$ cat config.mk
export PLATFORM = sky130hd
export DESIGN_NAME = rtci_top
export DESIGN_NICKNAME = d
export VERILOG_FILES = /design/src/verilog/rtci_pkg.sv /design/src/verilog/rtci_sync.sv /design/src/verilog/rtci_tick.sv /design/src/verilog/rtci_top.sv
export VERILOG_INCLUDE_DIRS = /design/src /design/src/verilog
export SDC_FILE = /design/constraint.sdc
export NUM_CORES = 2
export LEC_CHECK = 0
export ABC_CLOCK_PERIOD_IN_PS = 16000
export BUFFER_PORTS_ARGS = -buffer_cell sky130_fd_sc_hd__buf_4
export CAP_MARGIN = 10
export CORE_UTILIZATION = 25
export CTS_CLUSTER_DIAMETER = 50
export DETAILED_ROUTE_END_ITERATION = 10
export GPL_TIMING_DRIVEN = 0
export HOLD_SLACK_MARGIN = 0.15
export PLACE_DENSITY = 0.38
export SLEW_MARGIN = 20
export SYNTH_ARGS = -nofsm -noshare
export SYNTH_HDL_FRONTEND = slang
export SYNTH_SLANG_ARGS = --single-unit
$ cat constraint.sdc
create_clock -name aclk -period 16 [get_ports aclk]
set_input_delay 3.2 -clock aclk [delete_from_list [all_inputs] [get_ports aclk]]
set_output_delay 3.2 -clock aclk [all_outputs]
set_load 0.03 [all_outputs]
$ cat src/verilog/rtci_params.svh
// constants of the remote test control block
// assumes 250 MHz aclk; included by the synchroniser and top design files
`ifndef RTCI_PARAMS_SVH
`define RTCI_PARAMS_SVH

// ----------------------------------------------------------------
// timing
// ----------------------------------------------------------------
`define RTCI_CLK_PERIOD_PS 4000
`define RTCI_MS_PS         1000000000
`define RTCI_MS_CYCLES     (`RTCI_MS_PS / `RTCI_CLK_PERIOD_PS)
`define RTCI_PASS_PULSE_MS 8'd200
`define RTCI_TWO_ACTION_MS 10'd500

// ----------------------------------------------------------------
// program limits
// ----------------------------------------------------------------
`define RTCI_STEPS_MAX     7'd100
`define RTCI_PROGS_MAX     7'd100
`define RTCI_TOTAL_MAX     10'd500
`define RTCI_STEPS_RST     7'd1

// ----------------------------------------------------------------
// register map and fields
// ----------------------------------------------------------------
`define RTCI_OFF_CTRL      8'h00
`define RTCI_OFF_HOLD      8'h04
`define RTCI_OFF_PROG      8'h08
`define RTCI_OFF_STATUS    8'h0c
`define RTCI_OFF_SELECT    8'h10
`define RTCI_OFF_TOTAL     8'h14
`define RTCI_OFF_BUSIF     8'h18
`define RTCI_SW_START_BIT  5
`define RTCI_SW_STOP_BIT   6
`define RTCI_FOREVER_BIT   16
`define RTCI_PROG_CNT_LSB  8
`define RTCI_RESP_OKAY     2'b00
`define RTCI_RESP_SLVERR   2'b10
`define RTCI_PIN_IDLE      1'b1

`endif

$ cat src/verilog/rtci_pkg.sv
// types of the remote test control block
// state codes set here; other numeric constants are in rtci_params.svh
package rtci_pkg;

  typedef enum logic [2:0] {
    RTCI_ST_IDLE = 3'b000,
    RTCI_ST_RAMP = 3'b001,
    RTCI_ST_MEAS = 3'b010,
    RTCI_ST_PASS = 3'b011,
    RTCI_ST_FAIL = 3'b100,
    RTCI_ST_PROT = 3'b101
  } rtci_state_t;

  typedef struct packed {
    logic contact_start;
    logic two_action;
    logic stop_lockout;
    logic momentary;
    logic pass_hold;
  } rtci_ctrl_t;

  typedef struct packed {
    logic ramp_done;
    logic pass;
    logic upper_fail;
    logic lower_fail;
    logic protect;
    logic contact_current;
  } rtci_judge_t;

  typedef struct packed {
    logic protection;
    logic ready;
    logic lower_fail;
    logic upper_fail;
    logic pass;
    logic measuring;
    logic test_on;
  } rtci_out_t;

endpackage

$ cat src/verilog/rtci_sync.sv
// two-stage synchroniser for a group of connector inputs
// assumes inputs asynchronous to aclk; idles high after reset
`timescale 1ns/1ps
`include "rtci_params.svh"
module rtci_sync #(
  parameter int unsigned W = 1
) (
  input  wire logic         aclk,
  input  wire logic         aresetn,
  input  wire logic [W-1:0] din,
  output logic      [W-1:0] dout
);
  typedef struct packed {
    logic [W-1:0] s1;
    logic [W-1:0] s2;
  } rtci_sync_t;

  rtci_sync_t r_reg;
  rtci_sync_t r_next;

  always_comb
  begin
    r_next    = r_reg;
    r_next.s1 = din;
    r_next.s2 = r_reg.s1;
  end

  always_ff @(posedge aclk)
  begin
    if (!aresetn)
    begin
      r_reg <= '{s1: {W{`RTCI_PIN_IDLE}}, s2: {W{`RTCI_PIN_IDLE}}};
    end
    else
    begin
      r_reg <= r_next;
    end
  end

  assign dout = r_reg.s2;
endmodule

$ cat src/verilog/rtci_tick.sv
// divider giving a one-cycle millisecond enable
// assumes aclk; CYCLES is the period in clock cycles
`timescale 1ns/1ps
module rtci_tick #(
  parameter int unsigned CYCLES = 250000
) (
  input  wire logic aclk,
  input  wire logic aresetn,
  output logic      tick
);
  typedef struct packed {
    logic [31:0] cnt;
    logic        tick;
  } rtci_tick_t;

  rtci_tick_t r_reg;
  rtci_tick_t r_next;

  always_comb
  begin
    r_next      = r_reg;
    r_next.tick = (r_reg.cnt == 32'h0);
    if (r_reg.cnt == 32'h0)
    begin
      r_next.cnt = 32'(CYCLES - 1);
    end
    else
    begin
      r_next.cnt = r_reg.cnt - 32'h1;
    end
  end

  always_ff @(posedge aclk)
  begin
    if (!aresetn)
    begin
      r_reg <= '0;
    end
    else
    begin
      r_reg <= r_next;
    end
  end

  assign tick = r_reg.tick;
endmodule

$ cat src/verilog/rtci_top.sv
// remote connector control, test sequencing and register slave
// assumes connector pins async to aclk, judge inputs on aclk
// Functional notes
// [RULE1] controller drives two BCD digits on eight active-low select lines
// [RULE2] select lines latched on strobe rising edge, then setup recalled
// [RULE3] measuring output on while testing, not during output ramp
// [RULE4] pass output pulses about 0.2 s on a passing judgement
// [RULE5] pass output held steadily when holding time is indefinite
// [RULE6] upper fail output steady after upper limit failure
// [RULE7] lower fail output steady after lower limit failure
// [RULE8] protection output on while protection state lasts
// [RULE9] pass-hold mode keeps pass state for the holding time
// [RULE10] momentary mode tests only while start is held
// [RULE11] stop lockout ignores remote stop for fail or protection
// [RULE12] two-action start needs start within 0.5 s of stop release
// [RULE13] contact start begins a test when output current flows
// [RULE14] a program runs up to 100 steps in sequence
// [RULE15] up to 100 programs, 500 steps in total
// [RULE16] talker function without talk-only
// [RULE17] listener function without listen-only
// [RULE18] all connector inputs active low
// [RULE19] open input reads as inactive high
// [RULE20] start taken only with permit active; ready only when idle
`timescale 1ns/1ps
`include "rtci_params.svh"
module rtci_top #(
  parameter int unsigned MS_CYCLES = `RTCI_MS_CYCLES
) (
  input  wire logic                 aclk,
  input  wire logic                 aresetn,
  input  wire logic                 s_axi_awvalid,
  output logic                      s_axi_awready,
  input  wire logic [7:0]           s_axi_awaddr,
  input  wire logic                 s_axi_wvalid,
  output logic                      s_axi_wready,
  input  wire logic [31:0]          s_axi_wdata,
  input  wire logic [3:0]           s_axi_wstrb,
  output logic                      s_axi_bvalid,
  input  wire logic                 s_axi_bready,
  output logic [1:0]                s_axi_bresp,
  input  wire logic                 s_axi_arvalid,
  output logic                      s_axi_arready,
  input  wire logic [7:0]           s_axi_araddr,
  output logic                      s_axi_rvalid,
  input  wire logic                 s_axi_rready,
  output logic [31:0]               s_axi_rdata,
  output logic [1:0]                s_axi_rresp,
  input  wire logic [7:0]           select_bits_n,
  input  wire logic                 select_strobe_n,
  input  wire logic                 start_n,
  input  wire logic                 stop_n,
  input  wire logic                 start_permit_n,
  input  wire rtci_pkg::rtci_judge_t judge,
  output rtci_pkg::rtci_out_t       pins,
  output logic                      recall,
  output logic [6:0]                prog_num,
  output logic [6:0]                step_idx
);
  typedef struct packed {
    rtci_pkg::rtci_state_t st;
    rtci_pkg::rtci_ctrl_t  ctrl;
    logic                  forever_hold;
    logic [15:0]           hold_ms;
    logic [99:0][6:0]      prog_steps;
    logic [8:0]            total;
    logic [7:0]            code;
    logic [6:0]            num;
    logic [6:0]            steps;
    logic [6:0]            step;
    logic                  recall;
    logic                  ufail;
    logic                  lfail;
    logic [15:0]           tmr;
    logic [7:0]            pulse_ms;
    logic [9:0]            win_ms;
    logic                  strobe_q;
    logic                  start_q;
    logic                  stop_q;
    logic                  talk;
    logic                  listen;
    rtci_pkg::rtci_out_t   out;
    logic                  aw_full;
    logic                  w_full;
    logic [7:0]            aw_addr;
    logic [31:0]           w_data;
    logic [3:0]            w_strb;
    logic                  awready;
    logic                  wready;
    logic                  bvalid;
    logic [1:0]            bresp;
    logic                  arready;
    logic                  rvalid;
    logic [31:0]           rdata;
    logic [1:0]            rresp;
  } rtci_top_t;

  rtci_top_t  r_reg;
  rtci_top_t  r_next;
  logic [11:0] pin_s;
  logic        tick;
  logic        sw_start;
  logic        sw_stop;

  // ----------------------------------------------------------------
  // pin synchronisers and millisecond tick
  // ----------------------------------------------------------------
  rtci_sync #(.W(12)) u_sync (
    .aclk    (aclk),
    .aresetn (aresetn),
    .din     ({start_permit_n, stop_n, start_n, select_strobe_n,
               select_bits_n}),
    .dout    (pin_s)
  ); // see [RULE19]

  rtci_tick #(.CYCLES(MS_CYCLES)) u_tick (
    .aclk    (aclk),
    .aresetn (aresetn),
    .tick    (tick)
  );

  function automatic logic [31:0] merge(input logic [31:0] old,
                                        input logic [31:0] data,
                                        input logic [3:0]  strb);
    logic [31:0] res;
    res = old;
    for (int i = 0; i < 4; i++)
    begin
      if (strb[i])
      begin
        res[i*8 +: 8] = data[i*8 +: 8];
      end
    end
    return res;
  endfunction

  function automatic logic bcd_ok(input logic [7:0] c);
    return (c[3:0] <= 4'h9) && (c[7:4] <= 4'h9);
  endfunction

  // ----------------------------------------------------------------
  // next state
  // ----------------------------------------------------------------
  always_comb
  begin
    logic [7:0]  sel;
    logic        start_act;
    logic        stop_act;
    logic        permit;
    logic        start_rise;
    logic        stop_rise;
    logic        start_req;
    logic [31:0] v;
    logic [6:0]  idx;
    logic [6:0]  cnt;
    logic [9:0]  sum;
    sel        = ~pin_s[7:0]; // see [RULE18] [RULE1]
    start_act  = ~pin_s[9];
    stop_act   = ~pin_s[10];
    permit     = ~pin_s[11];
    start_rise = start_act & ~r_reg.start_q;
    stop_rise  = stop_act & ~r_reg.stop_q;
    v          = '0;
    idx        = '0;
    cnt        = '0;
    sum        = '0;
    sw_start   = 1'b0;
    sw_stop    = 1'b0;
    r_next          = r_reg;
    r_next.recall   = 1'b0;
    r_next.strobe_q = pin_s[8];
    r_next.start_q  = start_act;
    r_next.stop_q   = stop_act;

    // write channel
    if (s_axi_awvalid && r_reg.awready)
    begin
      r_next.aw_full = 1'b1;
      r_next.aw_addr = s_axi_awaddr;
    end
    if (s_axi_wvalid && r_reg.wready)
    begin
      r_next.w_full = 1'b1;
      r_next.w_data = s_axi_wdata;
      r_next.w_strb = s_axi_wstrb;
    end
    if (r_reg.bvalid && s_axi_bready)
    begin
      r_next.bvalid = 1'b0;
    end
    if (r_reg.aw_full && r_reg.w_full && !r_reg.bvalid)
    begin
      r_next.aw_full = 1'b0;
      r_next.w_full  = 1'b0;
      r_next.bvalid  = 1'b1;
      r_next.bresp   = `RTCI_RESP_OKAY;
      unique case (r_reg.aw_addr)
        `RTCI_OFF_CTRL:
        begin
          v = merge({27'h0, r_reg.ctrl}, r_reg.w_data, r_reg.w_strb);
          r_next.ctrl = v[4:0];
          sw_start = r_reg.w_strb[0] & r_reg.w_data[`RTCI_SW_START_BIT];
          sw_stop  = r_reg.w_strb[0] & r_reg.w_data[`RTCI_SW_STOP_BIT];
        end
        `RTCI_OFF_HOLD:
        begin
          v = merge({15'h0, r_reg.forever_hold, r_reg.hold_ms},
                    r_reg.w_data, r_reg.w_strb);
          r_next.hold_ms      = v[15:0];
          r_next.forever_hold = v[`RTCI_FOREVER_BIT];
        end
        `RTCI_OFF_PROG:
        begin
          idx = r_reg.w_data[6:0];
          cnt = r_reg.w_data[`RTCI_PROG_CNT_LSB +: 7];
          if (idx < `RTCI_PROGS_MAX)
          begin
            sum = {1'b0, r_reg.total} - {3'h0, r_reg.prog_steps[idx]}
                  + {3'h0, cnt};
          end
          if (idx < `RTCI_PROGS_MAX && cnt <= `RTCI_STEPS_MAX &&
              sum <= `RTCI_TOTAL_MAX) // see [RULE14] [RULE15]
          begin
            r_next.prog_steps[idx] = cnt;
            r_next.total           = sum[8:0];
          end
          else
          begin
            r_next.bresp = `RTCI_RESP_SLVERR;
          end
        end
        `RTCI_OFF_BUSIF:
        begin
          // only-modes are not offered and read as zero
          v = merge({30'h0, r_reg.listen, r_reg.talk}, r_reg.w_data,
                    r_reg.w_strb);
          r_next.talk   = v[0]; // see [RULE16]
          r_next.listen = v[1]; // see [RULE17]
        end
        default: r_next.bresp = `RTCI_RESP_SLVERR;
      endcase
    end
    r_next.awready = !r_next.aw_full;
    r_next.wready  = !r_next.w_full;

    // read channel
    if (r_reg.rvalid && s_axi_rready)
    begin
      r_next.rvalid = 1'b0;
    end
    if (s_axi_arvalid && r_reg.arready)
    begin
      r_next.rvalid = 1'b1;
      r_next.rresp  = `RTCI_RESP_OKAY;
      unique case (s_axi_araddr)
        `RTCI_OFF_CTRL:   r_next.rdata = {27'h0, r_reg.ctrl};
        `RTCI_OFF_HOLD:   r_next.rdata = {15'h0, r_reg.forever_hold,
                                          r_reg.hold_ms};
        `RTCI_OFF_PROG:   r_next.rdata = {25'h0, r_reg.steps};
        `RTCI_OFF_STATUS: r_next.rdata = {9'h0, r_reg.ufail, r_reg.lfail,
                                          permit, stop_act, start_act,
                                          r_reg.steps, r_reg.step,
                                          r_reg.out.pass, r_reg.st};
        `RTCI_OFF_SELECT: r_next.rdata = {17'h0, r_reg.num, r_reg.code};
        `RTCI_OFF_TOTAL:  r_next.rdata = {23'h0, r_reg.total};
        `RTCI_OFF_BUSIF:  r_next.rdata = {30'h0, r_reg.listen, r_reg.talk};
        default:
        begin
          r_next.rdata = 32'h0;
          r_next.rresp = `RTCI_RESP_SLVERR;
        end
      endcase
    end
    r_next.arready = !r_next.rvalid;

    // select strobe and recall
    if (pin_s[8] && !r_reg.strobe_q && bcd_ok(sel) &&
        r_reg.st != rtci_pkg::RTCI_ST_RAMP &&
        r_reg.st != rtci_pkg::RTCI_ST_MEAS) // see [RULE2]
    begin
      r_next.code   = sel;
      r_next.num    = 7'({3'h0, sel[7:4]} * 7'ha + {3'h0, sel[3:0]});
      r_next.steps  = (r_reg.prog_steps[r_next.num] == 7'h0) ?
                      `RTCI_STEPS_RST : r_reg.prog_steps[r_next.num];
      r_next.recall = 1'b1;
    end

    // timers
    if (stop_act == 1'b0 && r_reg.stop_q)
    begin
      r_next.win_ms = `RTCI_TWO_ACTION_MS;
    end
    else if (tick && r_reg.win_ms != 10'h0)
    begin
      r_next.win_ms = r_reg.win_ms - 10'h1;
    end
    if (tick && r_reg.pulse_ms != 8'h0)
    begin
      r_next.pulse_ms = r_reg.pulse_ms - 8'h1;
    end
    if (tick && r_reg.tmr != 16'h0)
    begin
      r_next.tmr = r_reg.tmr - 16'h1;
    end

    // test sequencer
    start_req = (permit && start_rise &&
                 (!r_reg.ctrl.two_action || r_reg.win_ms != 10'h0)) ||
                sw_start; // see [RULE20] [RULE12]
    unique case (r_reg.st)
      rtci_pkg::RTCI_ST_IDLE:
      begin
        if (start_req || (r_reg.ctrl.contact_start &&
            judge.contact_current)) // see [RULE13]
        begin
          r_next.st   = rtci_pkg::RTCI_ST_RAMP;
          r_next.step = 7'h0;
        end
      end
      rtci_pkg::RTCI_ST_RAMP, rtci_pkg::RTCI_ST_MEAS:
      begin
        if (stop_act || sw_stop ||
            (r_reg.ctrl.momentary && !start_act)) // see [RULE10]
        begin
          r_next.st = rtci_pkg::RTCI_ST_IDLE;
        end
        else if (r_reg.st == rtci_pkg::RTCI_ST_RAMP)
        begin
          if (judge.ramp_done)
          begin
            r_next.st = rtci_pkg::RTCI_ST_MEAS; // see [RULE3]
          end
        end
        else if (judge.upper_fail || judge.lower_fail)
        begin
          r_next.st    = rtci_pkg::RTCI_ST_FAIL;
          r_next.ufail = judge.upper_fail; // see [RULE6]
          r_next.lfail = judge.lower_fail; // see [RULE7]
        end
        else if (judge.pass)
        begin
          r_next.pulse_ms = `RTCI_PASS_PULSE_MS; // see [RULE4]
          if (r_reg.step + 7'h1 < r_reg.steps) // see [RULE14]
          begin
            r_next.step = r_reg.step + 7'h1;
            r_next.st   = rtci_pkg::RTCI_ST_RAMP;
          end
          else
          begin
            r_next.st  = rtci_pkg::RTCI_ST_PASS;
            r_next.tmr = r_reg.hold_ms;
          end
        end
      end
      rtci_pkg::RTCI_ST_PASS:
      begin
        if (start_req)
        begin
          r_next.st   = rtci_pkg::RTCI_ST_RAMP;
          r_next.step = 7'h0;
        end
        else if (stop_act || sw_stop || !r_reg.ctrl.pass_hold ||
                 (!r_reg.forever_hold && r_reg.tmr == 16'h0))
        begin
          r_next.st = rtci_pkg::RTCI_ST_IDLE; // see [RULE9]
        end
      end
      rtci_pkg::RTCI_ST_FAIL, rtci_pkg::RTCI_ST_PROT:
      begin
        if (sw_stop || (stop_rise && !r_reg.ctrl.stop_lockout))
        begin
          r_next.st    = rtci_pkg::RTCI_ST_IDLE; // see [RULE11]
          r_next.ufail = 1'b0;
          r_next.lfail = 1'b0;
        end
      end
      default: r_next.st = rtci_pkg::RTCI_ST_IDLE;
    endcase
    if (judge.protect)
    begin
      r_next.st = rtci_pkg::RTCI_ST_PROT;
    end

    // connector outputs
    r_next.out.test_on    = (r_next.st == rtci_pkg::RTCI_ST_RAMP) ||
                            (r_next.st == rtci_pkg::RTCI_ST_MEAS);
    r_next.out.measuring  = (r_next.st == rtci_pkg::RTCI_ST_MEAS);
    r_next.out.pass       = (r_next.pulse_ms != 8'h0) ||
                            (r_next.st == rtci_pkg::RTCI_ST_PASS &&
                             r_reg.ctrl.pass_hold); // see [RULE5] [RULE9]
    r_next.out.upper_fail = (r_next.st == rtci_pkg::RTCI_ST_FAIL) &&
                            r_next.ufail;
    r_next.out.lower_fail = (r_next.st == rtci_pkg::RTCI_ST_FAIL) &&
                            r_next.lfail;
    r_next.out.ready      = (r_next.st == rtci_pkg::RTCI_ST_IDLE) &&
                            permit; // see [RULE20]
    r_next.out.protection = (r_next.st ==
                             rtci_pkg::RTCI_ST_PROT); // see [RULE8]
  end

  always_ff @(posedge aclk)
  begin
    if (!aresetn)
    begin
      r_reg          <= '0;
      r_reg.steps    <= `RTCI_STEPS_RST;
      r_reg.strobe_q <= `RTCI_PIN_IDLE;
    end
    else
    begin
      r_reg <= r_next;
    end
  end

  assign s_axi_awready = r_reg.awready;
  assign s_axi_wready  = r_reg.wready;
  assign s_axi_bvalid  = r_reg.bvalid;
  assign s_axi_bresp   = r_reg.bresp;
  assign s_axi_arready = r_reg.arready;
  assign s_axi_rvalid  = r_reg.rvalid;
  assign s_axi_rdata   = r_reg.rdata;
  assign s_axi_rresp   = r_reg.rresp;
  assign pins          = r_reg.out;
  assign recall        = r_reg.recall;
  assign prog_num      = r_reg.num;
  assign step_idx      = r_reg.step;

  // ----------------------------------------------------------------
  // checks
  // ----------------------------------------------------------------
  meas_after_ramp_a: assert property (@(posedge aclk) // see [RULE3]
    disable iff (!aresetn) $rose(pins.measuring) |-> $past(judge.ramp_done))
    else $error("measuring began without ramp done");
  pass_pulse_len_a: assert property (@(posedge aclk) // see [RULE4]
    disable iff (!aresetn)
    $rose(pins.pass) |-> r_reg.pulse_ms == `RTCI_PASS_PULSE_MS)
    else $error("pass pulse not loaded with 200 ms");
  pass_forever_a: assert property (@(posedge aclk) // see [RULE5]
    disable iff (!aresetn)
    (r_reg.st == rtci_pkg::RTCI_ST_PASS && r_reg.ctrl.pass_hold)
    |-> pins.pass)
    else $error("pass output dropped during hold");
  upper_fail_a: assert property (@(posedge aclk) // see [RULE6]
    disable iff (!aresetn) $rose(pins.upper_fail) |-> $past(judge.upper_fail))
    else $error("upper fail without judgement");
  lower_fail_a: assert property (@(posedge aclk) // see [RULE7]
    disable iff (!aresetn) $rose(pins.lower_fail) |-> $past(judge.lower_fail))
    else $error("lower fail without judgement");
  protect_out_a: assert property (@(posedge aclk) // see [RULE8]
    disable iff (!aresetn) judge.protect |=> pins.protection)
    else $error("protection output missing");
  momentary_end_a: assert property (@(posedge aclk) // see [RULE10]
    disable iff (!aresetn)
    (r_reg.ctrl.momentary && pins.test_on && pin_s[9]) |=> !pins.test_on)
    else $error("momentary test kept running");
  stop_lockout_a: assert property (@(posedge aclk) // see [RULE11]
    disable iff (!aresetn)
    (r_reg.st == rtci_pkg::RTCI_ST_FAIL && r_reg.ctrl.stop_lockout &&
     !sw_stop && !judge.protect) |=> r_reg.st == rtci_pkg::RTCI_ST_FAIL)
    else $error("remote stop cleared locked fail");
  ready_permit_a: assert property (@(posedge aclk) // see [RULE20]
    disable iff (!aresetn)
    pins.ready |-> (r_reg.st == rtci_pkg::RTCI_ST_IDLE && !$past(pin_s[11])))
    else $error("ready without idle and permit");
endmodule

=== Yosys cells after proc, flatten, opt, wreduce, memory -nomap -nowiden ===
Index checks and enable logic that the tools add are counted.

* Add/subtract/negate cells: 8
* $mul: 1
* Magnitude comparators: 9
* Eq/ne operators: 28
* Mux-type cells: 61
* Bitwise operators: 11
* Reductions and logical operators: 76

{| class="wikitable"
|+ Operators with widths
! kind !! number
|-
| $bwmux 700 || 1
|-
| $pmux 23 s7 || 1
|-
| $bmux 7 s7 || 2
|-
| $mux 7 || 11
|-
| $mux 24 || 3
|-
| $mux 26 || 2
|-
| $demux 7 s7 || 1
|-
| $mux 35 || 1
|-
| $mux 3 || 11
|-
| $eq 8x5->1 const B || 4
|-
| $logic_not 32->1 || 1
|-
| $mux 16 || 2
|-
| $sub 32x1->32 const B || 1
|-
| $mux 10 || 3
|-
| $logic_and 1x1->1 || 29
|-
| $eq 8x4->1 const B || 3
|-
| $pmux 7 s3 || 1
|-
| $mux 18 || 1
|-
| $mux 9 || 2
|-
| $reduce_and 3->1 || 6
|-
| $eq 8x3->1 const B || 2
|-
| $logic_not 16->1 || 1
|-
| $logic_not 8->1 || 2
|-
| $lt 7x8->1 const B || 2
|-
| 41 further kinds || 101
|}

* Register bits after elaboration: 940
* Input port bits: 77
* Output and inout port bits: 63
* Word-level logic and storage cells: 345

=== Logic depth before layout (Yosys ltp) ===
* Depth after elaboration: 13
* Depth in mapped cells: 27
* Depth with buffers taken out: 21

=== Modules after synthesis ===
From an unflattened synthesis, not the netlist that was laid out.

* Cell total of the unflattened synthesis: 4882
* Area total of the unflattened synthesis: 48079.9 µm²

{| class="wikitable"
|+ Modules (own cells, without submodules)
! module !! instances !! cells each !! area an instance (µm²) !! seq. area each (µm²)
|-
| rtci_top || 1 || 4667 || 45934.1 || 17436.7
|-
| rtci_tick || 1 || 165 || 1501.4 || 660.6
|-
| rtci_sync || 1 || 50 || 644.4 || 480.5
|}

=== Worst setup path after synthesis ===
No wires, ideal clock.

* Kind: register -> register
* Start point: register r_reg[45] (netlist bit)
* End point: register r_reg[293] (netlist bit)
* Setup time: 0.138 ns
* Data arrival time: 5.631 ns
* Required time: 15.862 ns
* Path slack: 10.231 ns
* Stages on the path, launching flop included: 23
* Buffers on the path: 6
* Clock period less this slack: 5.769 ns
* Cell sequence: dfxtp_1 -> buf_2 -> nor3b_1 -> clkbuf_1 -> buf_1 -> buf_1 -> a22oi_1 -> nand4_1 -> a32oi_1 -> o211ai_1 -> fa_1 -> inv_1 -> ha_1 -> a21o_1 -> a21oi_1 -> o21ai_0 -> a21o_1 -> a21oi_1 -> mux2i_1 -> clkbuf_1 -> buf_2 -> o311ai_4 -> mux2i_1

* Cells in the longest elaborated chain, start to end: 10
* Elaborated cells between the ends (all ways): 18
* Classes of those cells: 2 x add/sub; 4 x order compare; 8 x mux; 4 x reduce/logical

{| class="wikitable"
|+ RTL lines
! element !! line !! source
|-
| from (decl) || rtci_top.sv:97 || <nowiki>rtci_top_t r_reg;</nowiki>
|-
| from (signal assigned) || rtci_top.sv:410 || <nowiki>r_reg <= r_next;</nowiki>
|-
| $bmux 7 s7 || rtci_top.sv:217 || <nowiki>sum = {1'b0, r_reg.total} - {3'h0, r_reg.prog_steps[idx]}</nowiki>
|-
| $mux 7 (not written as such) || rtci_top.sv:217 ||
|-
| $sub 9x7->10 || rtci_top.sv:217 ||
|-
| $add 10x7->10 || rtci_top.sv:218 || <nowiki>+ {3'h0, cnt};</nowiki>
|-
| $mux 10 || rtci_top.sv:215 || <nowiki>if (idx < `RTCI_PROGS_MAX)</nowiki>
|-
| $mux 10 || rtci_top.sv:196 || <nowiki>unique case (r_reg.aw_addr)</nowiki>
|-
| $mux 10 || rtci_top.sv:190 || <nowiki>if (r_reg.aw_full && r_reg.w_full && !r_reg.bvalid)</nowiki>
|-
| $le 10x9->1 (no line) || -- ||
|-
| $logic_and 1x1->1 (no line) || -- ||
|-
| $reduce_and 3->1 (no line) || -- ||
|}

Several ways; a longest one is shown, not always the timed one. The select of a mux whose other input is x is not followed.
A chain may end at the register's enable or synchronous reset.

=== Worst setup path in the final report ===
* Start point: register r_reg[46] (netlist bit)
* End point: register r_reg[688] (netlist bit)

The elaborated chain is that of the path after synthesis.

==> flow_summary.yaml <==
synth:
  async_reset_ff_frac: 0
  synth_top_family_by_area: "multiplexers"
  yosysTopAreaCellShare: 0.380
  synth_compound_area_frac: 0.163
  synth_fa_ha_area_frac: 0.0111
  synth_simple_gate_area_share: 0.135
  synth_cell_types: 85
  synthTopCellsByCount: "dfxtp_1 (928), nand2_1 (928), mux2i_1 (749)"
  yosys_register_bits: 928
  synthCells: 4893
  muxShareOfSynthArea: 0.247
  synth_top_area_cell: "dfxtp_1"
  yosys_most_used_dff: "dfxtp_1"
  synth.avg_cell_area_sq_um: 9.99
  syn_area_sq_um: 48900
  synthTopCellsByArea: "dfxtp_1 (38%), mux2i_1 (15%), mux4_2 (9.0%), nand2_1 (7.1%), o311ai_4 (5.4%)"
  synth_edf_count: 0
  ys_seq_area_frac: 0.380
  synth-xor-area-share: 0.0117
  yosysWarnings: 0
clock_tree:
  cts_hold_buf: 0
  post_cts.repair.setup_buffers: 0
  numCtsBuffers: 145
  cts_resized: 0
  htreeDepth: 4
  clkTransAtPathRegs_ns: 0.06
  clk_path_buf_depth: 3
  clock-sinks: 928
  cts_tree: "done"
  clk_latency_ns: 0.82
  cts-root-buf: "clkbuf_16"
place:
  port_buffers: 110
  placed_cell_area_sq_um: 54500
  hpwlAfterDp_microns: 212000
  placedCellCount: 7601
  gp_congestion: 0.999
global_routing:
  gr-usage-all-layers: 0.282
  antenna_found_initial: 24
  grt_pass1_vias: 42572
  grt_max_degree: 17
  grt_pass1_wl_microns: 381000
  gr-total-overflow: 0
cells_and_area:
  layout.nets: 5337
  area_growth_pct: 22.0
  largest_reg_flops: 820
  drive_gt1_frac: 0.187
  final_cell_count_no_fill: 7874
  design_area_sq_um: 59600
floorplan:
  io_pins: 140
  fp.dieW_microns: 444
  initial_core_util: 0.253
  design.die.area_sq_um: 197000
  die_h_microns: 444
  core_area_sq_um: 193000
  fp-row-count: 161
worst_setup_path:
  r2r_setup_slack_ns: 5.30
  path_cells: "clkbuf_1, nor3b_2, buf_4, buf_4, clkbuf_2, clkbuf_2, clkbuf_2, a22oi_1, a31oi_2, nor4_1, o2111ai_1, fa_1, inv_1, ha_1, o21a_1, o21a_1, o21ai_2, a21oi_1, xnor2_1, buf_2, buf_2, o311ai_4, mux2i_1"
  r2r-start: "r_reg[46]"
  arrival_ns: 11.34
  worst_path_most_repeated_cell: "clkbuf_2"
  reg2reg_to: "r_reg[688]"
  worstPathRequired_ns: 16.64
  crit_path_end_kind: "flip-flop"
  crit_path_top_delay_cell: "nor4_1"
  ff2ff_path_depth: 23
  slowest_delay_ns: 0.90
  worstSetupStartpointType: "flip-flop"
  crit_type: "reg -> reg"
  crit_fanout: 10
sta:
  finalSetupTns_ns: 0
  hold_violations: 0
  finClkSkew_ns: 0.0420
  maxSlewHeadroom: 0.101
  fin_crit_ns: 10.70
  worstMarginPinSlew_ns: 1.34
  finalSetupViolations: 0
  finalMaxSlewViolations: 0
  finalCritPeriodShare: 0.669
  rsz0062_at_grt: "false"
  fmax_mhz: 93.4
detailed_routing:
  viasPerCell: 5.70
  vias: 44907
  ant_nets: 0
  wl_per_cell_microns: 36.3
  postRouteWirelength_microns: 286000
  dr.pass1.iters: 7
  post-route-drc-count: 0
  drtIter0Drc: 5534
worst_hold_path:
  hold-path-cell-count: 1
  hold_end: "u_sync.dout[9]"
  hold_class: "reg -> reg"
  hold_path.startpoint: "u_sync.r_next[9]"
power:
  irDropWorstVdd_mv: 0.0798
  p_total_uw: 6850
  power_leakage_uw: 0.0242
  p_per_area_nw_per_um2: 115
flow_run:
  maxCapViolations: 0
status:
  status: "completed"
[cells by family after synthesis]
family,count (synthesis)
mux,959
compound gates,843
other cells,1
xor+xnor,65
flops,928
buf+inv,567
fa+ha+maj,38
simple gates,1492
[area by class of cell]
| class | instances | area (sq um) |
|---|---|---|
| inverters | 70 | 263 |
| multi-input cells | 3408 | 27900 |
| clock buffers | 185 | 4060 |
| well taps | 2526 | 3160 |
| repair buffers | 172 | 2270 |
| fillers | 20237 | 134000 |
| flip-flops and latches | 928 | 18600 |
| clock inverters | 80 | 1010 |
| plain buffers | 497 | 2400 |
| diodes | 8 | 20.0 |
[critical path, delay by kind of cell (launching register included)]
kind,cells,cell delay (ns)
flops,1,0.33
fa+ha+maj,2,1.05
xor+xnor,1,0.88
mux,1,0.20
simple gates,2,1.18
compound gates,8,2.32
buf+inv,9,4.46
[through the flow]
| stage | util | hold WS [ns] | setup slack (ns) |
|---|---|---|---|
| 2_1_floorplan | - | 0.386 | 10.23 |
| 3_3_place_gp | 0.273 | 0.393 | 1.73 |
| 3_5_place_dp | 0.282 | 0.396 | 5.99 |
| 4_1_cts | 0.308 | 0.406 | 5.95 |
| 5_1_grt | 0.308 | 0.424 | 5.55 |
| 6_report | 0.308 | 0.396 | 5.30 |
[worst max path at each step]
stage               startpoint    endpoint  slack, ns  depth (start not counted)
global route         r_reg[46]  r_reg[706]       5.55                         23
finish               r_reg[46]  r_reg[688]       5.30                         23
floorplan            r_reg[45]  r_reg[293]      10.23                         22
global placement     r_reg[46]  r_reg[651]       1.73                         20
CTS                  r_reg[46]  r_reg[712]       5.95                         23
detailed placement   r_reg[46]  r_reg[653]       5.99                         23
[report_power, final]
part | internal [uW] | switching (uW) | total, uW
sequential | 2360 | 43.8 | 2410
clock | 2090 | 1310 | 3390
combinational | 229 | 826 | 1060
[cell usage in the layout, fill, tap and decap left out, types with 12 or more instances in the layout]
cell type	count
a2111oi_0	12
a211oi_1	27
a21oi_1	128
a221oi_1	65
a22o_1	61
a22oi_1	251
a31oi_1	53
and2_1	21
and3_1	12
buf_12	20
buf_16	36
buf_2	70
buf_4	181
buf_6	13
bufinv_16	17
clkbuf_1	267
clkbuf_16	149
clkbuf_2	91
clkbuf_8	20
clkinv_2	25
clkinvlp_4	12
dfxtp_1	928
ha_1	29
inv_1	68
inv_6	12
mux2_2	12
mux2i_1	749
mux4_2	196
nand2_1	922
nand2b_1	35
nand3_1	58
nand4_1	53
nor2_1	152
nor3_1	38
nor4_1	118
o21ai_0	47
o311ai_4	100
or4_1	14
xnor2_1	46
xor2_1	18
[per-layer routing]
metal,routed length [microns],track usage,vias to the layer above
li1,-,-,18773
met1,116000,0.357,22820
met2,123000,0.425,2575
met3,26400,0.0765,725
met4,20000,0.171,14
met5,112,0,-
No activity file was read; power rests on OpenSTA's default activity.
